File: src/inc/adc_port_defines.svh
// Constants for the converter parallel host port: timing, widths, register map.
// Assumes a 25 MHz system clock shared by both ends.
`ifndef ADC_PORT_DEFINES_SVH
`define ADC_PORT_DEFINES_SVH
`define CLK_PERIOD_NS 40
`define DATA_W 15
`define OFS_W 12
`define CONV_TIME_NS 280
`define CONV_CYCLES ((`CONV_TIME_NS + `CLK_PERIOD_NS - 1) / `CLK_PERIOD_NS)
`define QUIET_TIME_NS 80
`define QUIET_CYCLES ((`QUIET_TIME_NS + `CLK_PERIOD_NS - 1) / `CLK_PERIOD_NS)
`define STROBE_CYCLES 2
`define MODE_FIRST 2'b01
`define MODE_SECOND 2'b10
`define ADR_CTRL 4'h0
`define ADR_STATUS 4'h4
`define ADR_RESULT 4'h8
`define ADR_OFFSET 4'hC
`define ADR_IRQ_STAT 4'h0
`define ADR_IRQ_MASK 4'h0
`define ADR_IRQ_ST 4'h0
`endif

File: src/inc/adc_port_pkg.sv
// Types shared by both ends of the converter parallel port.
// Assumes the defines header is compiled alongside.
package adc_port_pkg;
  typedef enum logic [1:0] {MODE_BAD0, MODE_ONE, MODE_TWO, MODE_BAD3} port_mode_type;
  typedef logic [14:0] bus_word_type;
endpackage : adc_port_pkg

File: src/inc/adc_port_if.sv
// Interface joining host controller and converter model over the parallel pins.
// Assumes the bench resolves the shared bus from the two enables.
`timescale 1ns/100ps
interface adc_port_if;
  logic conv_start_n;
  logic busy_n;
  logic cs_n;
  logic rd_n;
  logic wr_n;
  logic [1:0] mode_sel;
  logic [14:0] dev_bus_out;
  logic dev_bus_oe;
  logic [14:0] host_bus_out;
  logic host_bus_oe;
  logic [14:0] bus_in;
  modport device (input conv_start_n, cs_n, rd_n, wr_n, mode_sel, bus_in,
    output busy_n, dev_bus_out, dev_bus_oe);
  modport host (input busy_n, bus_in,
    output conv_start_n, cs_n, rd_n, wr_n, mode_sel, host_bus_out, host_bus_oe);
endinterface : adc_port_if

File: src/adc_port_host.sv
// Host end: Wishbone slave registers driving conversions, reads and offset writes.
// What this block does, except the fast-rate buffer and the offset range check
// - mode pins 01 or 10 only
// - mode one loads on busy rise
// - mode two loads on next start
// - no read while busy low
// - fast rates: strobes low, external buffer
// - device drives bus when strobes low
// - quiet gap after bus activity
// - offset word upper three bits zero
// - offset within plus/minus 1310
// - device keeps offset until reset
// - offset rewritable between conversions only
// - start falls, busy low until done
// - read result after busy rises
`timescale 1ns/100ps
`include "adc_port_defines.svh"
module adc_port_host #(
  parameter int QUIET_CYCLES = `QUIET_CYCLES
) (
  input wire logic clk_in,
  input wire logic resetn_in,
  adc_port_if.host port,
  input wire logic wb_cyc_in,
  input wire logic wb_stb_in,
  input wire logic wb_we_in,
  input wire logic [3:0] wb_adr_in,
  input wire logic [3:0] wb_sel_in,
  input wire logic [31:0] wb_dat_in,
  output logic [31:0] wb_dat_out,
  output logic wb_ack_out,
  output logic irq_out
);
  import adc_port_pkg::*;
  typedef enum logic [2:0] {IDLE, START, WAIT, READ, WRITE, QUIET} st_type;
  st_type st_ff;
  logic [1:0] mode_ff;
  logic auto_read_ff, ack_ff, go_ff, wgo_ff, busy_d_ff;
  logic [14:0] result_ff, wdata_ff;
  logic [7:0] cnt_ff;
  logic [1:0] irq_stat_ff, irq_mask_ff;
  logic wb_req, wr_ctrl, wr_ofs, busy_rise, read_done;
  assign wb_req = wb_cyc_in && wb_stb_in && !ack_ff;
  assign wr_ctrl = wb_req && wb_we_in && wb_adr_in == `ADR_CTRL && wb_sel_in[0];
  assign wr_ofs = wb_req && wb_we_in && wb_adr_in == `ADR_OFFSET && wb_sel_in[0];
  assign busy_rise = !busy_d_ff && port.busy_n;
  assign read_done = st_ff == READ && cnt_ff == 8'(`STROBE_CYCLES - 1);
  // ---------------------------------------------
  // Bus slave: one wait state, ack for any address
  // ---------------------------------------------
  always_ff @(posedge clk_in) begin
    if (!resetn_in) begin
      ack_ff <= 1'b0;
      wb_dat_out <= 32'h00000000;
    end else begin
      ack_ff <= wb_req;
      unique case (wb_adr_in)
        `ADR_CTRL: wb_dat_out <= {26'h0, irq_mask_ff, auto_read_ff, 1'b0, mode_ff};
        `ADR_STATUS: wb_dat_out <= {28'h0, irq_stat_ff, !port.busy_n, st_ff != IDLE};
        `ADR_RESULT: wb_dat_out <= {17'h0, result_ff};
        default: wb_dat_out <= 32'h00000000;
      endcase
    end
  end
  assign wb_ack_out = ack_ff;
  // Control register; only the two legal mode patterns are accepted
  always_ff @(posedge clk_in) begin
    if (!resetn_in) begin
      mode_ff <= `MODE_FIRST;
      auto_read_ff <= 1'b1;
      irq_mask_ff <= 2'b00;
      go_ff <= 1'b0;
      wgo_ff <= 1'b0;
      wdata_ff <= 15'h0000;
    end else begin
      if (st_ff == START) go_ff <= 1'b0;
      if (st_ff == WRITE) wgo_ff <= 1'b0;
      if (wr_ctrl) begin
        if (wb_dat_in[1:0] == `MODE_FIRST || wb_dat_in[1:0] == `MODE_SECOND)
          mode_ff <= wb_dat_in[1:0];
        go_ff <= wb_dat_in[2];
        auto_read_ff <= wb_dat_in[3];
        irq_mask_ff <= wb_dat_in[5:4];
      end
      if (wr_ofs) begin
        wgo_ff <= 1'b1;
        wdata_ff <= {3'b000, wb_dat_in[11:0]};
      end
    end
  end
  // Interrupt flags: bit0 result read, bit1 offset written; set beats clear
  always_ff @(posedge clk_in) begin
    if (!resetn_in) irq_stat_ff <= 2'b00;
    else irq_stat_ff <= (irq_stat_ff & ~((wb_req && wb_we_in && wb_adr_in == `ADR_STATUS)
      ? wb_dat_in[3:2] : 2'b00)) | {st_ff == WRITE, read_done};
  end
  assign irq_out = |(irq_stat_ff & irq_mask_ff);
  // ---------------------------------------------
  // Pin sequencer
  // ---------------------------------------------
  always_ff @(posedge clk_in) begin
    if (!resetn_in) begin
      st_ff <= IDLE;
      cnt_ff <= 8'h00;
      busy_d_ff <= 1'b1;
      result_ff <= 15'h0000;
    end else begin
      busy_d_ff <= port.busy_n;
      cnt_ff <= cnt_ff + 8'h01;
      unique case (st_ff)
        IDLE: begin
          cnt_ff <= 8'h00;
          if (wgo_ff) st_ff <= WRITE;
          else if (go_ff) st_ff <= START;
        end
        START: st_ff <= WAIT;
        WAIT: if (busy_rise) begin
          cnt_ff <= 8'h00;
          st_ff <= auto_read_ff ? READ : QUIET;
        end
        READ: if (read_done) begin
          result_ff <= port.bus_in;
          cnt_ff <= 8'h00;
          st_ff <= QUIET;
        end
        WRITE: begin
          cnt_ff <= 8'h00;
          st_ff <= QUIET;
        end
        QUIET: if (cnt_ff == 8'(QUIET_CYCLES - 1)) st_ff <= IDLE;
        default: st_ff <= IDLE;
      endcase
    end
  end
  assign port.mode_sel = mode_ff;
  assign port.conv_start_n = st_ff != START;
  assign port.cs_n = !(st_ff == READ || st_ff == WRITE);
  assign port.rd_n = st_ff != READ;
  assign port.wr_n = st_ff != WRITE;
  assign port.host_bus_oe = st_ff == WRITE;
  assign port.host_bus_out = wdata_ff;
endmodule : adc_port_host

File: src/flat_wrapper.sv
// flat-port wrapper written by rule: the top's interface ports become plain ports
module adc_port_host_flat import adc_port_pkg::*;
#(
  parameter int QUIET_CYCLES = `QUIET_CYCLES
)
  (clk_in, resetn_in, wb_cyc_in, wb_stb_in, wb_we_in, wb_adr_in, wb_sel_in, wb_dat_in, wb_dat_out, wb_ack_out, irq_out, port_busy_n, port_bus_in, port_conv_start_n, port_cs_n, port_rd_n, port_wr_n, port_mode_sel, port_host_bus_out, port_host_bus_oe);
  adc_port_if port_i ();
  input wire logic clk_in;
  input wire logic resetn_in;
  input wire logic wb_cyc_in;
  input wire logic wb_stb_in;
  input wire logic wb_we_in;
  input wire logic [3:0] wb_adr_in;
  input wire logic [3:0] wb_sel_in;
  input wire logic [31:0] wb_dat_in;
  output logic [31:0] wb_dat_out;
  output logic wb_ack_out;
  output logic irq_out;
  input wire logic [$bits(port_i.busy_n)-1:0] port_busy_n;
  input wire logic [$bits(port_i.bus_in)-1:0] port_bus_in;
  output wire logic [$bits(port_i.conv_start_n)-1:0] port_conv_start_n;
  output wire logic [$bits(port_i.cs_n)-1:0] port_cs_n;
  output wire logic [$bits(port_i.rd_n)-1:0] port_rd_n;
  output wire logic [$bits(port_i.wr_n)-1:0] port_wr_n;
  output wire logic [$bits(port_i.mode_sel)-1:0] port_mode_sel;
  output wire logic [$bits(port_i.host_bus_out)-1:0] port_host_bus_out;
  output wire logic [$bits(port_i.host_bus_oe)-1:0] port_host_bus_oe;
  assign port_i.busy_n = port_busy_n;
  assign port_i.bus_in = port_bus_in;
  assign port_conv_start_n = port_i.conv_start_n;
  assign port_cs_n = port_i.cs_n;
  assign port_rd_n = port_i.rd_n;
  assign port_wr_n = port_i.wr_n;
  assign port_mode_sel = port_i.mode_sel;
  assign port_host_bus_out = port_i.host_bus_out;
  assign port_host_bus_oe = port_i.host_bus_oe;
  adc_port_host #(.QUIET_CYCLES(QUIET_CYCLES)) u_core (.clk_in(clk_in), .resetn_in(resetn_in), .port(port_i), .wb_cyc_in(wb_cyc_in), .wb_stb_in(wb_stb_in), .wb_we_in(wb_we_in), .wb_adr_in(wb_adr_in), .wb_sel_in(wb_sel_in), .wb_dat_in(wb_dat_in), .wb_dat_out(wb_dat_out), .wb_ack_out(wb_ack_out), .irq_out(irq_out));
endmodule
File: config.mk
export PLATFORM = sky130hd
export DESIGN_NAME = adc_port_host_flat
export DESIGN_NICKNAME = d
export VERILOG_FILES = /design/src/inc/adc_port_pkg.sv /design/src/inc/adc_port_if.sv /design/src/adc_port_host.sv /design/src/flat_wrapper.sv
export VERILOG_INCLUDE_DIRS = /design/src /design/src/inc
export SDC_FILE = /design/constraint.sdc
export NUM_CORES = 1
export LEC_CHECK = 0
export BUFFER_PORTS_ARGS = -buffer_cell sky130_fd_sc_hd__buf_2
export CAP_MARGIN = 20
export CORE_ASPECT_RATIO = 1.1
export CORE_UTILIZATION = 47
export CTS_CLUSTER_SIZE = 24
export DETAILED_ROUTE_END_ITERATION = 10
export PLACE_DENSITY_LB_ADDON = 0.12
export SYNTH_ARGS = -nofsm -noshare
export SYNTH_HDL_FRONTEND = slang
export SYNTH_SLANG_ARGS = --single-unit
File: constraint.sdc
create_clock -name clk_in -period 2.2 [get_ports clk_in]
set_input_delay 0.44 -clock clk_in [delete_from_list [all_inputs] [get_ports clk_in]]
set_output_delay 0.44 -clock clk_in [all_outputs]
set_load 0.02 [all_outputs]
[Word-level counts from Yosys, hierarchy flattened]
Cells that the tools add are included.
Word-level totals
  register bits after elaboration: 81
  input port bits: 61
  output and inout port bits: 56
Operators by class
  $add $sub $neg: 1
  equal/unequal tests: 18
  muxes and demuxes: 16
  bitwise gates (word level): 4
  reductions and logical operators: 26
Operators by type and width (count)
  $pmux 15 s3: 1
  $pmux 8 s3: 1
  $mux 3: 6
  $pmux 3 s6: 1
  $mux 8: 2
  $logic_and 1x1->1: 10
  $add 8x1->8 const B: 1
  $eq 4x4->1 const B: 2
  $eq 8x1->1 const B: 1
  $eq 3x2->1 const B: 2
  $eq 3x3->1 const B: 2
  $ne 2x1->1 const B: 3
  $ne 3x1->1 const B: 2
  $and 2x2->2: 2
  $eq 4x3->1 const B: 1
  $logic_not 1->1: 4
  $logic_not 4->1: 1
  $mux 1: 4
  $reduce_and 2->1: 2
  $reduce_and 4->1: 1
  $reduce_bool 2->1: 2
  $reduce_or 2->1: 2
  $eq 3x1->1 const B: 1
  $logic_not 3->1: 1
  9 further kinds: 10

[Depth between registers and ports, before layout]
Gate-level depths: netlist of run 1.
  depth after elaboration: 8
  depth in mapped cells: 7
  gate-level depth less buffers: 6

[Worst setup path before layout of run 1]
OpenSTA, ideal clock, no wires.
  path kind: flip-flop to output port
  from: register u_core.st_ff[1]
  to: output port_cs_n
  data arrival time: 1.354 ns
  path slack: 0.406 ns
  stages on the path, launching flop included: 6
  cell sequence: dfxtp_1 clkbuf_1 nor2_1 nand2_1 inv_1 a21oi_1
On the way
  cells in the longest elaborated chain, start to end: 3
  elaborated cells on any way between the ends: 4
  those cells by class: eq/ne: 2; reduce/logical: 2
Ends and longest elaborated chain
  start, declared: RTL line adc_port_host.sv:36  | st_type st_ff;
  start signal, assigned: RTL line adc_port_host.sv:119  | st_ff <= auto_read_ff ? READ : QUIET;
  $eq 3x3->1
  net port_host_bus_oe: RTL line flat_wrapper.sv:27  | output wire logic [$bits(port_i.host_bus_oe)-1:0] port_host_bus_oe;
  $logic_or 1x1->1: RTL line adc_port_host.sv:137  | assign port.cs_n = !(st_ff == READ || st_ff == WRITE);
  $logic_not 1->1: RTL line adc_port_host.sv:137
  end, declared: RTL line flat_wrapper.sv:22  | output wire logic [$bits(port_i.cs_n)-1:0] port_cs_n;
The timed path passes the listed nets, and every way through them passes these cells.

[Worst setup path after layout of run 1]
  from: register u_core.st_ff[0]
  to: output port_cs_n
On the way
  cells in the longest elaborated chain, start to end: 3
  elaborated cells on any way between the ends: 4
  those cells by class: eq/ne: 2; reduce/logical: 2
Ends and longest elaborated chain (RTL line)
  $eq 3x2->1 / $eq 3x3->1 (equally long branches): adc_port_host.sv:137
  $logic_or 1x1->1 (*): adc_port_host.sv:137
  $logic_not 1->1 (*): adc_port_host.sv:137
Mark *: on every way between the ends. The rest lies on a longest branch, timed or not.

==> impl_metrics.csv, run 1 <==
group,metric,value,unit
placed_design,portBuffers,73,
route,via_per_inst,4.77,
timing,fin_hold_ws,0.314,ns
cells_and_area,nets,431,
timing,fin_setup_tns,0,ns
grt,grt_first_pass_wirelength,8150,um
die,io_pins,117,
outcome,status,"complete, no violations",
grt,overflow,0,
logic_synthesis,yosysUniqueCellTypes,46,
clock_tree,clk_pin_slew_worst_paths,0.07,ns
clock_tree,clockBufferDepth,2,
die,dieArea,0.00604,sq mm
clock_tree,cts_repair_resize_count,0,
clock_tree,h-tree-depth,3,
clock_tree,cts_num_sinks,64,
cells_and_area,drive_gt1_frac,0.276,
route,drt_iter0_markers,65,
logic_synthesis,syn_area,0.00270,sq mm
clock_tree,cts_tree,"built",
pwr,peakVddDrop,424,uV
critical_path,crit_type,"reg2out",
timing,fin_crit,1.96,ns
clock_tree,cts_root_buffer,"clkbuf_8",
timing,finalHoldViolations,0,
timing,fmax,510,MHz
timing,rsz0062_at_grt,"false",
die,rows,28,
logic_synthesis,yosys_warnings,0,
grt,grtUsageMet1,0.221,
cells_and_area,syn_to_final_growth,21.2,%
route,vias,2138,
run,cap_violations,0,
clock_tree,cts_buffers,9,
cells_and_area,multi_input_area,0.00123,sq mm
clock_tree,ctsHoldBuffers,0,
die,die-width,74.2,um
logic_synthesis,synth-seq-cells,64,
critical_path,cp_data_required_time,1.76,ns
logic_synthesis,synth_flop_cell,"dfxtp_1",
timing,final_max_slew_viol_count,0,
logic_synthesis,synthCells,295,
pwr,power.leakage,1.55,nW
logic_synthesis,avgSynthCellArea,9.14,sq um
clock_tree,insertion_delay,0.34,ns
cells_and_area,final_cell_mix,"73 x buf_2, 64 x dfxtp_1, 33 x nor2_1, 24 x nand2_1",
timing,fin_crit_sh,0.891,
pwr,p_per_area,777,mW/mm^2
grt,antenna_found_initial,0,
pwr,p_total,0.00254,W
placed_design,gp_congestion,0.755,
grt,grt_max_degree,26,
clock_tree,post_cts_buffers,0,
cells_and_area,final_common_cell,"buf_2",
logic_synthesis,synth_edf_count,0,
cells_and_area,seqCellArea,0.00128,sq mm
grt,grt_pass1_vias,1857,
critical_path,worstSetupEndpointType,"output pin",
critical_path,cp.arrival,1.52,ns
cells_and_area,num-fill-cells,504,
cells_and_area,antennaDiodeCount,0,
die,coreArea,0.00547,sq mm
timing,setup_viol,0,
route,antenna_left,0,
critical_path,cp-start-kind,"flop",
route,drt_pre_antenna_iters,4,
placed_design,placedCellCount,432,
timing,fin_skew,0.00390,ns
min_path,hold_class,"in2reg",
cells_and_area,fin_cells,448,
grt,top_usage_layer,"met2",
cells_and_area,fin_area,0.00327,sq mm
grt,grt_use_met3,0.0380,
placed_design,place_area,0.00305,sq mm
logic_synthesis,synthArstFlopShare,0,
die,die_y,81.4,um
logic_synthesis,synth-seq-area-share,0.475,
die,initial_core_util,0.493,
route,drc,0,
route,wl_per_cell,11.8,um
critical_path,critPathMaxFanout,9,
route,wirelength,5290,um
grt,use_met2,0.291,
grt,grt_usage,0.181,
placed_design,dp_hpwl,3760,um
==> worst max-delay path, cell delays in order (launching register included) <==
cell,delay (ns)
dfxtp_1,0.55
nor2_1,0.11
nand2_1,0.16
inv_1,0.09
a21oi_1,0.11
buf_2,0.17
==> layer usage <==
| layer | wire length (um) | up-vias | share of wire |
|---|---|---|---|
| met5 | 0 | - | 0 |
| met4 | 131 | 0 | 0.025 |
| met1 | 2490 | 970 | 0.47 |
| met2 | 2440 | 54 | 0.46 |
| met3 | 231 | 12 | 0.044 |
| li1 | - | 1102 | - |
==> synthesized netlist by cell type, types with 2 or more instances <==
library cell  instances  share of area
a21boi_0              2         0.0056
a21oi_1               7          0.013
a31oi_1               2         0.0046
and2_1               10          0.023
and3_1                3         0.0070
and4_1                2         0.0065
buf_2                 5         0.0093
buf_4                20          0.056
clkbuf_1              9          0.013
dfxtp_1              64           0.48
ha_1                  2         0.0093
inv_1                 6         0.0084
mux2i_1              21          0.078
nand2_1              24          0.033
nand3_1              21          0.039
nand4_1               3         0.0070
nor2_1               33          0.046
nor2b_1               4         0.0093
nor3_1                5         0.0093
o21ai_0              21          0.039
xnor2_1               2         0.0065
xor2_1                5          0.016
==> where the power goes <==
group          total (W)  internal, W  switching [W]
clock network    0.00110     0.000662       0.000441
registers        0.00120      0.00117      0.0000263
logic           0.000236    0.0000857       0.000150
==> state kept, by name, indices dropped and copies added, names as in the netlist <==
register and cells:
u_core.irq_stat_ff 2, u_core.wb_dat_out 15, u_core.cnt_ff 8, u_core.busy_d_ff 1
u_core.wgo_ff 1, u_core.go_ff 1, u_core.auto_read_ff 1, u_core.result_ff 15
u_core.port.host_bus_out 12, u_core.st_ff 3, u_core.irq_mask_ff 2, u_core.wb_ack_out 1
u_core.port.mode_sel 2
==> worst paths after layout <==
check,startpoint,to,slack [ns],depth (start not counted)
max,u_core.st_ff[0]$_SDFFE_PN0P_,port_cs_n,0.24,5
min reg2reg,u_core.result_ff[9]$_SDFFE_PN0P_,u_core.wb_dat_out[9]$_SDFF_PN0_,0.46,1
max reg2reg,u_core.cnt_ff[0]$_SDFF_PN0_,u_core.st_ff[1]$_SDFFE_PN0P_,0.45,5
min,wb_dat_in[11],u_core.port.host_bus_out[11]$_SDFFE_PN0P_,0.31,3
==> kinds of logic after synthesis <==
kind of cell    after synthesis  share of synthesized area
buf+inv                      43                     0.0933
fa+ha+maj                     2                    0.00928
flops                        64                      0.475
mux                          21                     0.0780
compound gates               41                     0.0947
simple gates                116                      0.226
other cells                   1                    0.00139
xor+xnor                      7                     0.0227
==> final cells by class <==
| cell class | count | share of cell area |
|---|---|---|
| repair buffers | 79 | 0.126 |
| well taps | 75 | 0.0287 |
| inverters | 7 | 0.00804 |
| clock buffers | 10 | 0.0421 |
| flip-flops and latches | 64 | 0.392 |
| multi-input cells | 207 | 0.378 |
| clock inverters | 6 | 0.0253 |
==> through the flow <==
| step | util | setup WS [ns] |
|---|---|---|
| after detailed placement | 0.557 | 0.450 |
| after CTS | 0.598 | 0.225 |
| after floorplan | - | 0.406 |
| after global placement | 0.557 | 0.463 |
| final | 0.598 | 0.240 |
| after global routing | 0.598 | 0.0833 |
No activity file was read; power rests on OpenSTA's default activity.
==> run 2, diff against run 1 <==
--- a/config.mk
+++ b/config.mk
@@ -8,10 +8,14 @@
 export LEC_CHECK = 0
 export BUFFER_PORTS_ARGS = -buffer_cell sky130_fd_sc_hd__buf_2
 export CAP_MARGIN = 20
+export CELL_PAD_IN_SITES_DETAIL_PLACEMENT = 0
+export CELL_PAD_IN_SITES_GLOBAL_PLACEMENT = 2
 export CORE_ASPECT_RATIO = 1.1
-export CORE_UTILIZATION = 47
+export CORE_UTILIZATION = 27
+export CTS_BUF_LIST = sky130_fd_sc_hd__clkbuf_4
 export CTS_CLUSTER_SIZE = 24
 export DETAILED_ROUTE_END_ITERATION = 10
+export HOLD_SLACK_MARGIN = 0.06
 export PLACE_DENSITY_LB_ADDON = 0.12
 export SYNTH_ARGS = -nofsm -noshare
 export SYNTH_HDL_FRONTEND = slang
==> run 2 against run 1 <==
Net effect: register-to-register slack got worse by 0.04 ns; clock skew increased by 0.014 ns; critical endpoint unchanged; highest routed layer unchanged; sequential share of layout area increased by 0.13 points; clock-buffer cell count is the same.
==> impl_metrics.csv, run 2 (synthesis gave the netlist of run 1 again) <==
group,metric,value,unit
clock_tree,ctsHoldBuffers,0,
grt,overflow,0,
cells_and_area,fin_cells,490,
pwr,p_clk_frac,0.384,
die,die-width,97.3,um
timing,fin_crit,2.03,ns
grt,grt_pass1_vias,1997,
critical_path,setup.worst_path.start,"u_core.st_ff[2]$_SDFFE_PN0P_",
critical_path,worst_r2r_endpoint,"u_core.st_ff[1]$_SDFFE_PN0P_",
grt,grt_usage,0.126,
cells_and_area,multi_input_area,0.00123,sq mm
die,die_y,107,um
critical_path,worstSetupEndpointType,"output pin",
placed_design,placedCellCount,474,
route,drc,0,
route,wirelength,6210,um
timing,final_max_slew_viol_count,0,
timing,fin_crit_sh,0.924,
critical_path,cp-start-kind,"flop",
cells_and_area,antennaDiodeCount,0,
critical_path,reg2regPathDepth,5,
route,vias,2148,
clock_tree,cts_buffers,9,
clock_tree,clockBufferDepth,2,
cells_and_area,syn_to_final_growth,20.9,%
pwr,p_switching,0.000613,W
cells_and_area,fin_util,0.342,
placed_design,dp_slack,0.413,ns
critical_path,cp.depth,3,
critical_path,cp.arrival,1.59,ns
placed_design,portBuffers,73,
placed_design,gp_congestion,0.693,
timing,finalHoldViolations,0,
clock_tree,insertion_delay,0.41,ns
clock_tree,h-tree-depth,3,
timing,fin_setup_tns,0,ns
min_path,hold_class,"in2reg",
timing,fmax,492,MHz
placed_design,dp_hpwl,4530,um
critical_path,critPathMaxFanout,9,
critical_path,endpoint,"port_cs_n",
pwr,internal-power,0.00173,W
critical_path,r2r-start,"u_core.cnt_ff[0]$_SDFF_PN0_",
timing,rsz0062_at_grt,"false",
die,coreArea,0.00954,sq mm
grt,grt_first_pass_wirelength,10100,um
critical_path,crit_slowest_cell,"dfxtp_1",
grt,grt_max_degree,26,
clock_tree,cts_repair_resize_count,0,
die,io_pins,117,
pwr,pwr-share-comb,0.102,
clock_tree,cts_num_sinks,64,
timing,fin_ws,0.167,ns
clock_tree,cts_root_buffer,"clkbuf_4",
pwr,peakVddDrop,287,uV
critical_path,cp_data_required_time,1.76,ns
pwr,power_frac_seq,0.513,
route,drt_iter0_markers,65,
critical_path,crit_type,"reg2out",
cells_and_area,drive_gt1_frac,0.273,
cells_and_area,final_common_cell,"buf_2",
die,dieArea,0.0104,sq mm
clock_tree,cts_tree,"built",
die,rows,37,
cells_and_area,final_cell_mix,"73 x buf_2, 63 x dfxtp_1, 33 x nor2_1, 24 x nand2_1",
pwr,power.leakage,1.52,nW
route,antenna_left,0,
critical_path,crit_family,"flip-flops",
pwr,p_per_area,718,mW/mm^2
timing,setup_viol,0,
clock_tree,clk_pin_slew_worst_paths,0.12,ns
route,wl_per_cell,12.7,um
grt,antenna_found_initial,0,
cells_and_area,seqCellArea,0.00128,sq mm
pwr,netSwitchingFraction,0.262,
route,via_per_inst,4.38,
run,cap_violations,0,
timing,fin_hold_ws,0.244,ns
critical_path,slowest_delay,0.53,ns
cells_and_area,num-fill-cells,1031,
critical_path,cp_num_buf_inv,1,
cells_and_area,nets,431,
critical_path,reg2reg_slack,0.41,ns
die,initial_core_util,0.283,
timing,fin_skew,0.0184,ns
outcome,status,"complete, no violations",
route,drt_pre_antenna_iters,4,
clock_tree,post_cts_buffers,0,
critical_path,crit_chain,"and2b_1 > a21oi_1 > buf_2",
-- run 2: cell counts in the layout (fill, tap and decap cells not counted) --
No cell type changed its count.
-- run 2: worst min path at each step --
stage	start	endpoint	slack, ns	cells past startpoint
after floorplan	u_core.result_ff[10]$_SDFFE_PN0P_	u_core.wb_dat_out[10]$_SDFF_PN0_	0.43	1
after global placement	u_core.result_ff[8]$_SDFFE_PN0P_	u_core.wb_dat_out[8]$_SDFF_PN0_	0.43	1
after detailed placement	u_core.result_ff[10]$_SDFFE_PN0P_	u_core.wb_dat_out[10]$_SDFF_PN0_	0.44	1
after CTS	wb_dat_in[11]	u_core.port.host_bus_out[11]$_SDFFE_PN0P_	0.22	3
after global routing	wb_dat_in[6]	u_core.port.host_bus_out[6]$_SDFFE_PN0P_	0.22	3
final	wb_dat_in[8]	u_core.port.host_bus_out[8]$_SDFFE_PN0P_	0.24	3
-- run 2: power groups by stage --
| stage | registers (W) | clock network [W] | logic (W) |
|---|---|---|---|
| 2_1_floorplan | 0.00121 | 0 | 0.000205 |
| 3_3_place_gp | 0.00123 | 0 | 0.000245 |
| 5_1_grt | 0.00121 | 0.00100 | 0.000266 |
| 3_5_place_dp | 0.00123 | 0 | 0.000243 |
| 4_1_cts | 0.00120 | 0.000944 | 0.000244 |
| 6_report | 0.00120 | 0.000900 | 0.000239 |
-- run 2: routing by layer --
metal / global-route usage / vias to the layer above / routed length [um]
met3: 0.0378 / 11 / 335
met1: 0.153 / 968 / 2920
met2: 0.207 / 61 / 2850
li1: - / 1108 / -
met4: 0.0536 / 0 / 102
met5: 0 / - / 0
-- run 2: cell type report --
class                           instances  area share
Sequential cell                        64       0.393
Multi-Input combinational cell        207       0.379
Timing Repair Buffer                   79       0.126
Tap cell                              117      0.0449
Clock inverter                          6      0.0257
Clock buffer                           10      0.0230
Inverter                                7     0.00806
-- run 2: per-stage QoR --
| stage | total power (W) | area, sq um |
|---|---|---|
| 5_1_grt | 0.00247 | 3260 |
| 4_1_cts | 0.00239 | 3260 |
| 6_report | 0.00234 | 3260 |
| 2_1_floorplan | 0.00141 | 2770 |
| 3_5_place_dp | 0.00147 | 3100 |
| 3_3_place_gp | 0.00147 | 3100 |
-- run 2: worst min-delay path: cells and delay by family --
| family | cells | cell delay (ns) |
|---|---|---|
| compound gates | 1 | 0.06 |
| buf+inv | 1 | 0.08 |
| simple gates | 1 | 0.05 |
==> run 3, diff against run 2 <==
==> constraint.sdc (replaced) <==
create_clock -name clk_in -period 1.9 [get_ports clk_in]
set_input_delay 0.38 -clock clk_in [delete_from_list [all_inputs] [get_ports clk_in]]
set_output_delay 0.38 -clock clk_in [all_outputs]
set_load 0.02 [all_outputs]
==> run 3 against run 2 <==
Net effect: total power is 12% higher; flip-flop and latch count did not move; routed wire length up 2.6%; clock skew grew 0.0044 ns; non-clock buffer count grew 2; global-route usage grew 0.20 points; register-to-register slack worse by 0.27 ns; sequential power is 15% higher; via count down 0.28%.
==> impl_metrics.csv, run 3 (synthesis gave the netlist of run 1 again) <==
group,metric,value,unit
route,drt_iter0_markers,40,
clock_tree,clockBufferDepth,2,
clock_tree,h-tree-depth,3,
route,drt_pre_antenna_iters,4,
timing,setup_viol,0,
critical_path,worstSetupEndpointType,"output pin",
placed_design,portBuffers,73,
grt,grt_first_pass_wirelength,10400,um
clock_tree,ctsHoldBuffers,0,
clock_tree,cts_buffers,9,
grt,grt_max_degree,33,
placed_design,dp_hpwl,4500,um
critical_path,crit_type,"reg2out",
die,dieArea,0.0104,sq mm
timing,fmax,550,MHz
die,coreArea,0.00954,sq mm
outcome,status,"complete, no violations",
clock_tree,clk_pin_slew_worst_paths,0.12,ns
critical_path,crit_slowest_cell,"dfxtp_4",
critical_path,cp.arrival,1.44,ns
route,vias,2142,
cells_and_area,num-fill-cells,1050,
placed_design,gp_congestion,0.689,
grt,grt_usage,0.128,
critical_path,critPathMaxFanout,9,
route,wl_per_cell,13.0,um
clock_tree,cts_tree,"built",
timing,rsz0062_at_grt,"false",
cells_and_area,nets,433,
die,io_pins,117,
clock_tree,cts_root_buffer,"clkbuf_4",
pwr,p_per_area,799,mW/mm^2
timing,fin_crit_sh,0.958,
cells_and_area,drive_gt1_frac,0.293,
grt,overflow,0,
timing,fin_setup_tns,0,ns
timing,fin_crit,1.82,ns
critical_path,cp_data_required_time,1.52,ns
critical_path,cp-start-kind,"flop",
cells_and_area,fin_cells,492,
route,antenna_left,0,
route,via_per_inst,4.35,
placed_design,dp_slack,0.162,ns
die,initial_core_util,0.283,
timing,finalHoldViolations,0,
cells_and_area,syn_to_final_growth,22.1,%
timing,fin_ws,0.0804,ns
cells_and_area,final_common_cell,"buf_2",
run,cap_violations,0,
timing,fin_skew,0.0228,ns
die,rows,37,
timing,final_max_slew_viol_count,0,
critical_path,slowest_delay,0.42,ns
clock_tree,insertion_delay,0.41,ns
route,wirelength,6380,um
die,die_y,107,um
grt,grt_pass1_vias,2056,
pwr,power.leakage,1.53,nW
critical_path,crit_chain,"and2b_2 > a21oi_1 > buf_2",
cells_and_area,final_cell_mix,"73 x buf_2, 61 x dfxtp_1, 33 x nor2_1, 24 x nand2_1",
die,die-width,97.3,um
clock_tree,cts_num_sinks,64,
pwr,peakVddDrop,377,uV
pwr,p_total,0.00263,W
placed_design,placedCellCount,475,
cells_and_area,antennaDiodeCount,0,
grt,antenna_found_initial,0,
min_path,hold_class,"in2reg",
route,drc,0,
==> run 3: repair_timing <==
action / in CTS / in global routing
gates cloned: 0 / 0
buffers inserted: 0 / 1
resized for setup: 4 / 4
pin swaps: 0 / 0
setup endpoints to repair: 4 / 2
==> run 3: cell type report <==
cell class / count / area [sq um] / share of cell area
inverters: 7 / 26.3 / 0.00798
repair buffers: 81 / 450 / 0.137
flip-flops and latches: 64 / 1290 / 0.393
clock buffers: 9 / 67.6 / 0.0205
multi-input cells: 207 / 1240 / 0.376
well taps: 117 / 146 / 0.0445
clock inverters: 7 / 72.6 / 0.0220
==> run 3: power breakdown <==
part,total (W),switching (W),internal [W],leakage (nW)
registers,0.00138,0.0000209,0.00136,0.518
clock network,0.000942,0.000542,0.000400,0.0719
logic,0.000308,0.000194,0.000114,0.941
==> run 3: final timing paths <==
path,startpoint,endpoint,slack (ns),cells past startpoint
setup / recovery,u_core.st_ff[2]$_SDFFE_PN0P_,port_cs_n,0.08,3
hold / removal,wb_dat_in[9],u_core.port.host_bus_out[9]$_SDFFE_PN0P_,0.19,3
setup reg to reg,u_core.cnt_ff[1]$_SDFF_PN0_,u_core.st_ff[1]$_SDFFE_PN0P_,0.14,6
hold reg to reg,u_core.result_ff[12]$_SDFFE_PN0P_,u_core.wb_dat_out[12]$_SDFF_PN0_,0.45,1
==> run 3: per-stage QoR <==
step / cell area, sq um / hold slack (ns) / utilization
after floorplan: 2770 / 0.430 / -
after global placement: 3130 / 0.433 / 0.328
after detailed placement: 3130 / 0.439 / 0.328
after CTS: 3280 / 0.147 / 0.344
after global routing: 3290 / 0.167 / 0.345
final: 3290 / 0.186 / 0.345
==> run 3: critical path: cells and delay by family, from the launching register on <==
kind,cells,cell delay (ns)
AOI/OAI and AO/OA,1,0.15
buffers and inverters,1,0.17
DFF,1,0.42
and+or+nand+nor,1,0.29
==> run 3: routing by layer <==
layer,track usage,vias up,share of wire
li1,-,1112,-
met4,0.0672,0,0.016
met5,0,-,0
met3,0.0267,8,0.041
met2,0.200,64,0.45
met1,0.167,958,0.49
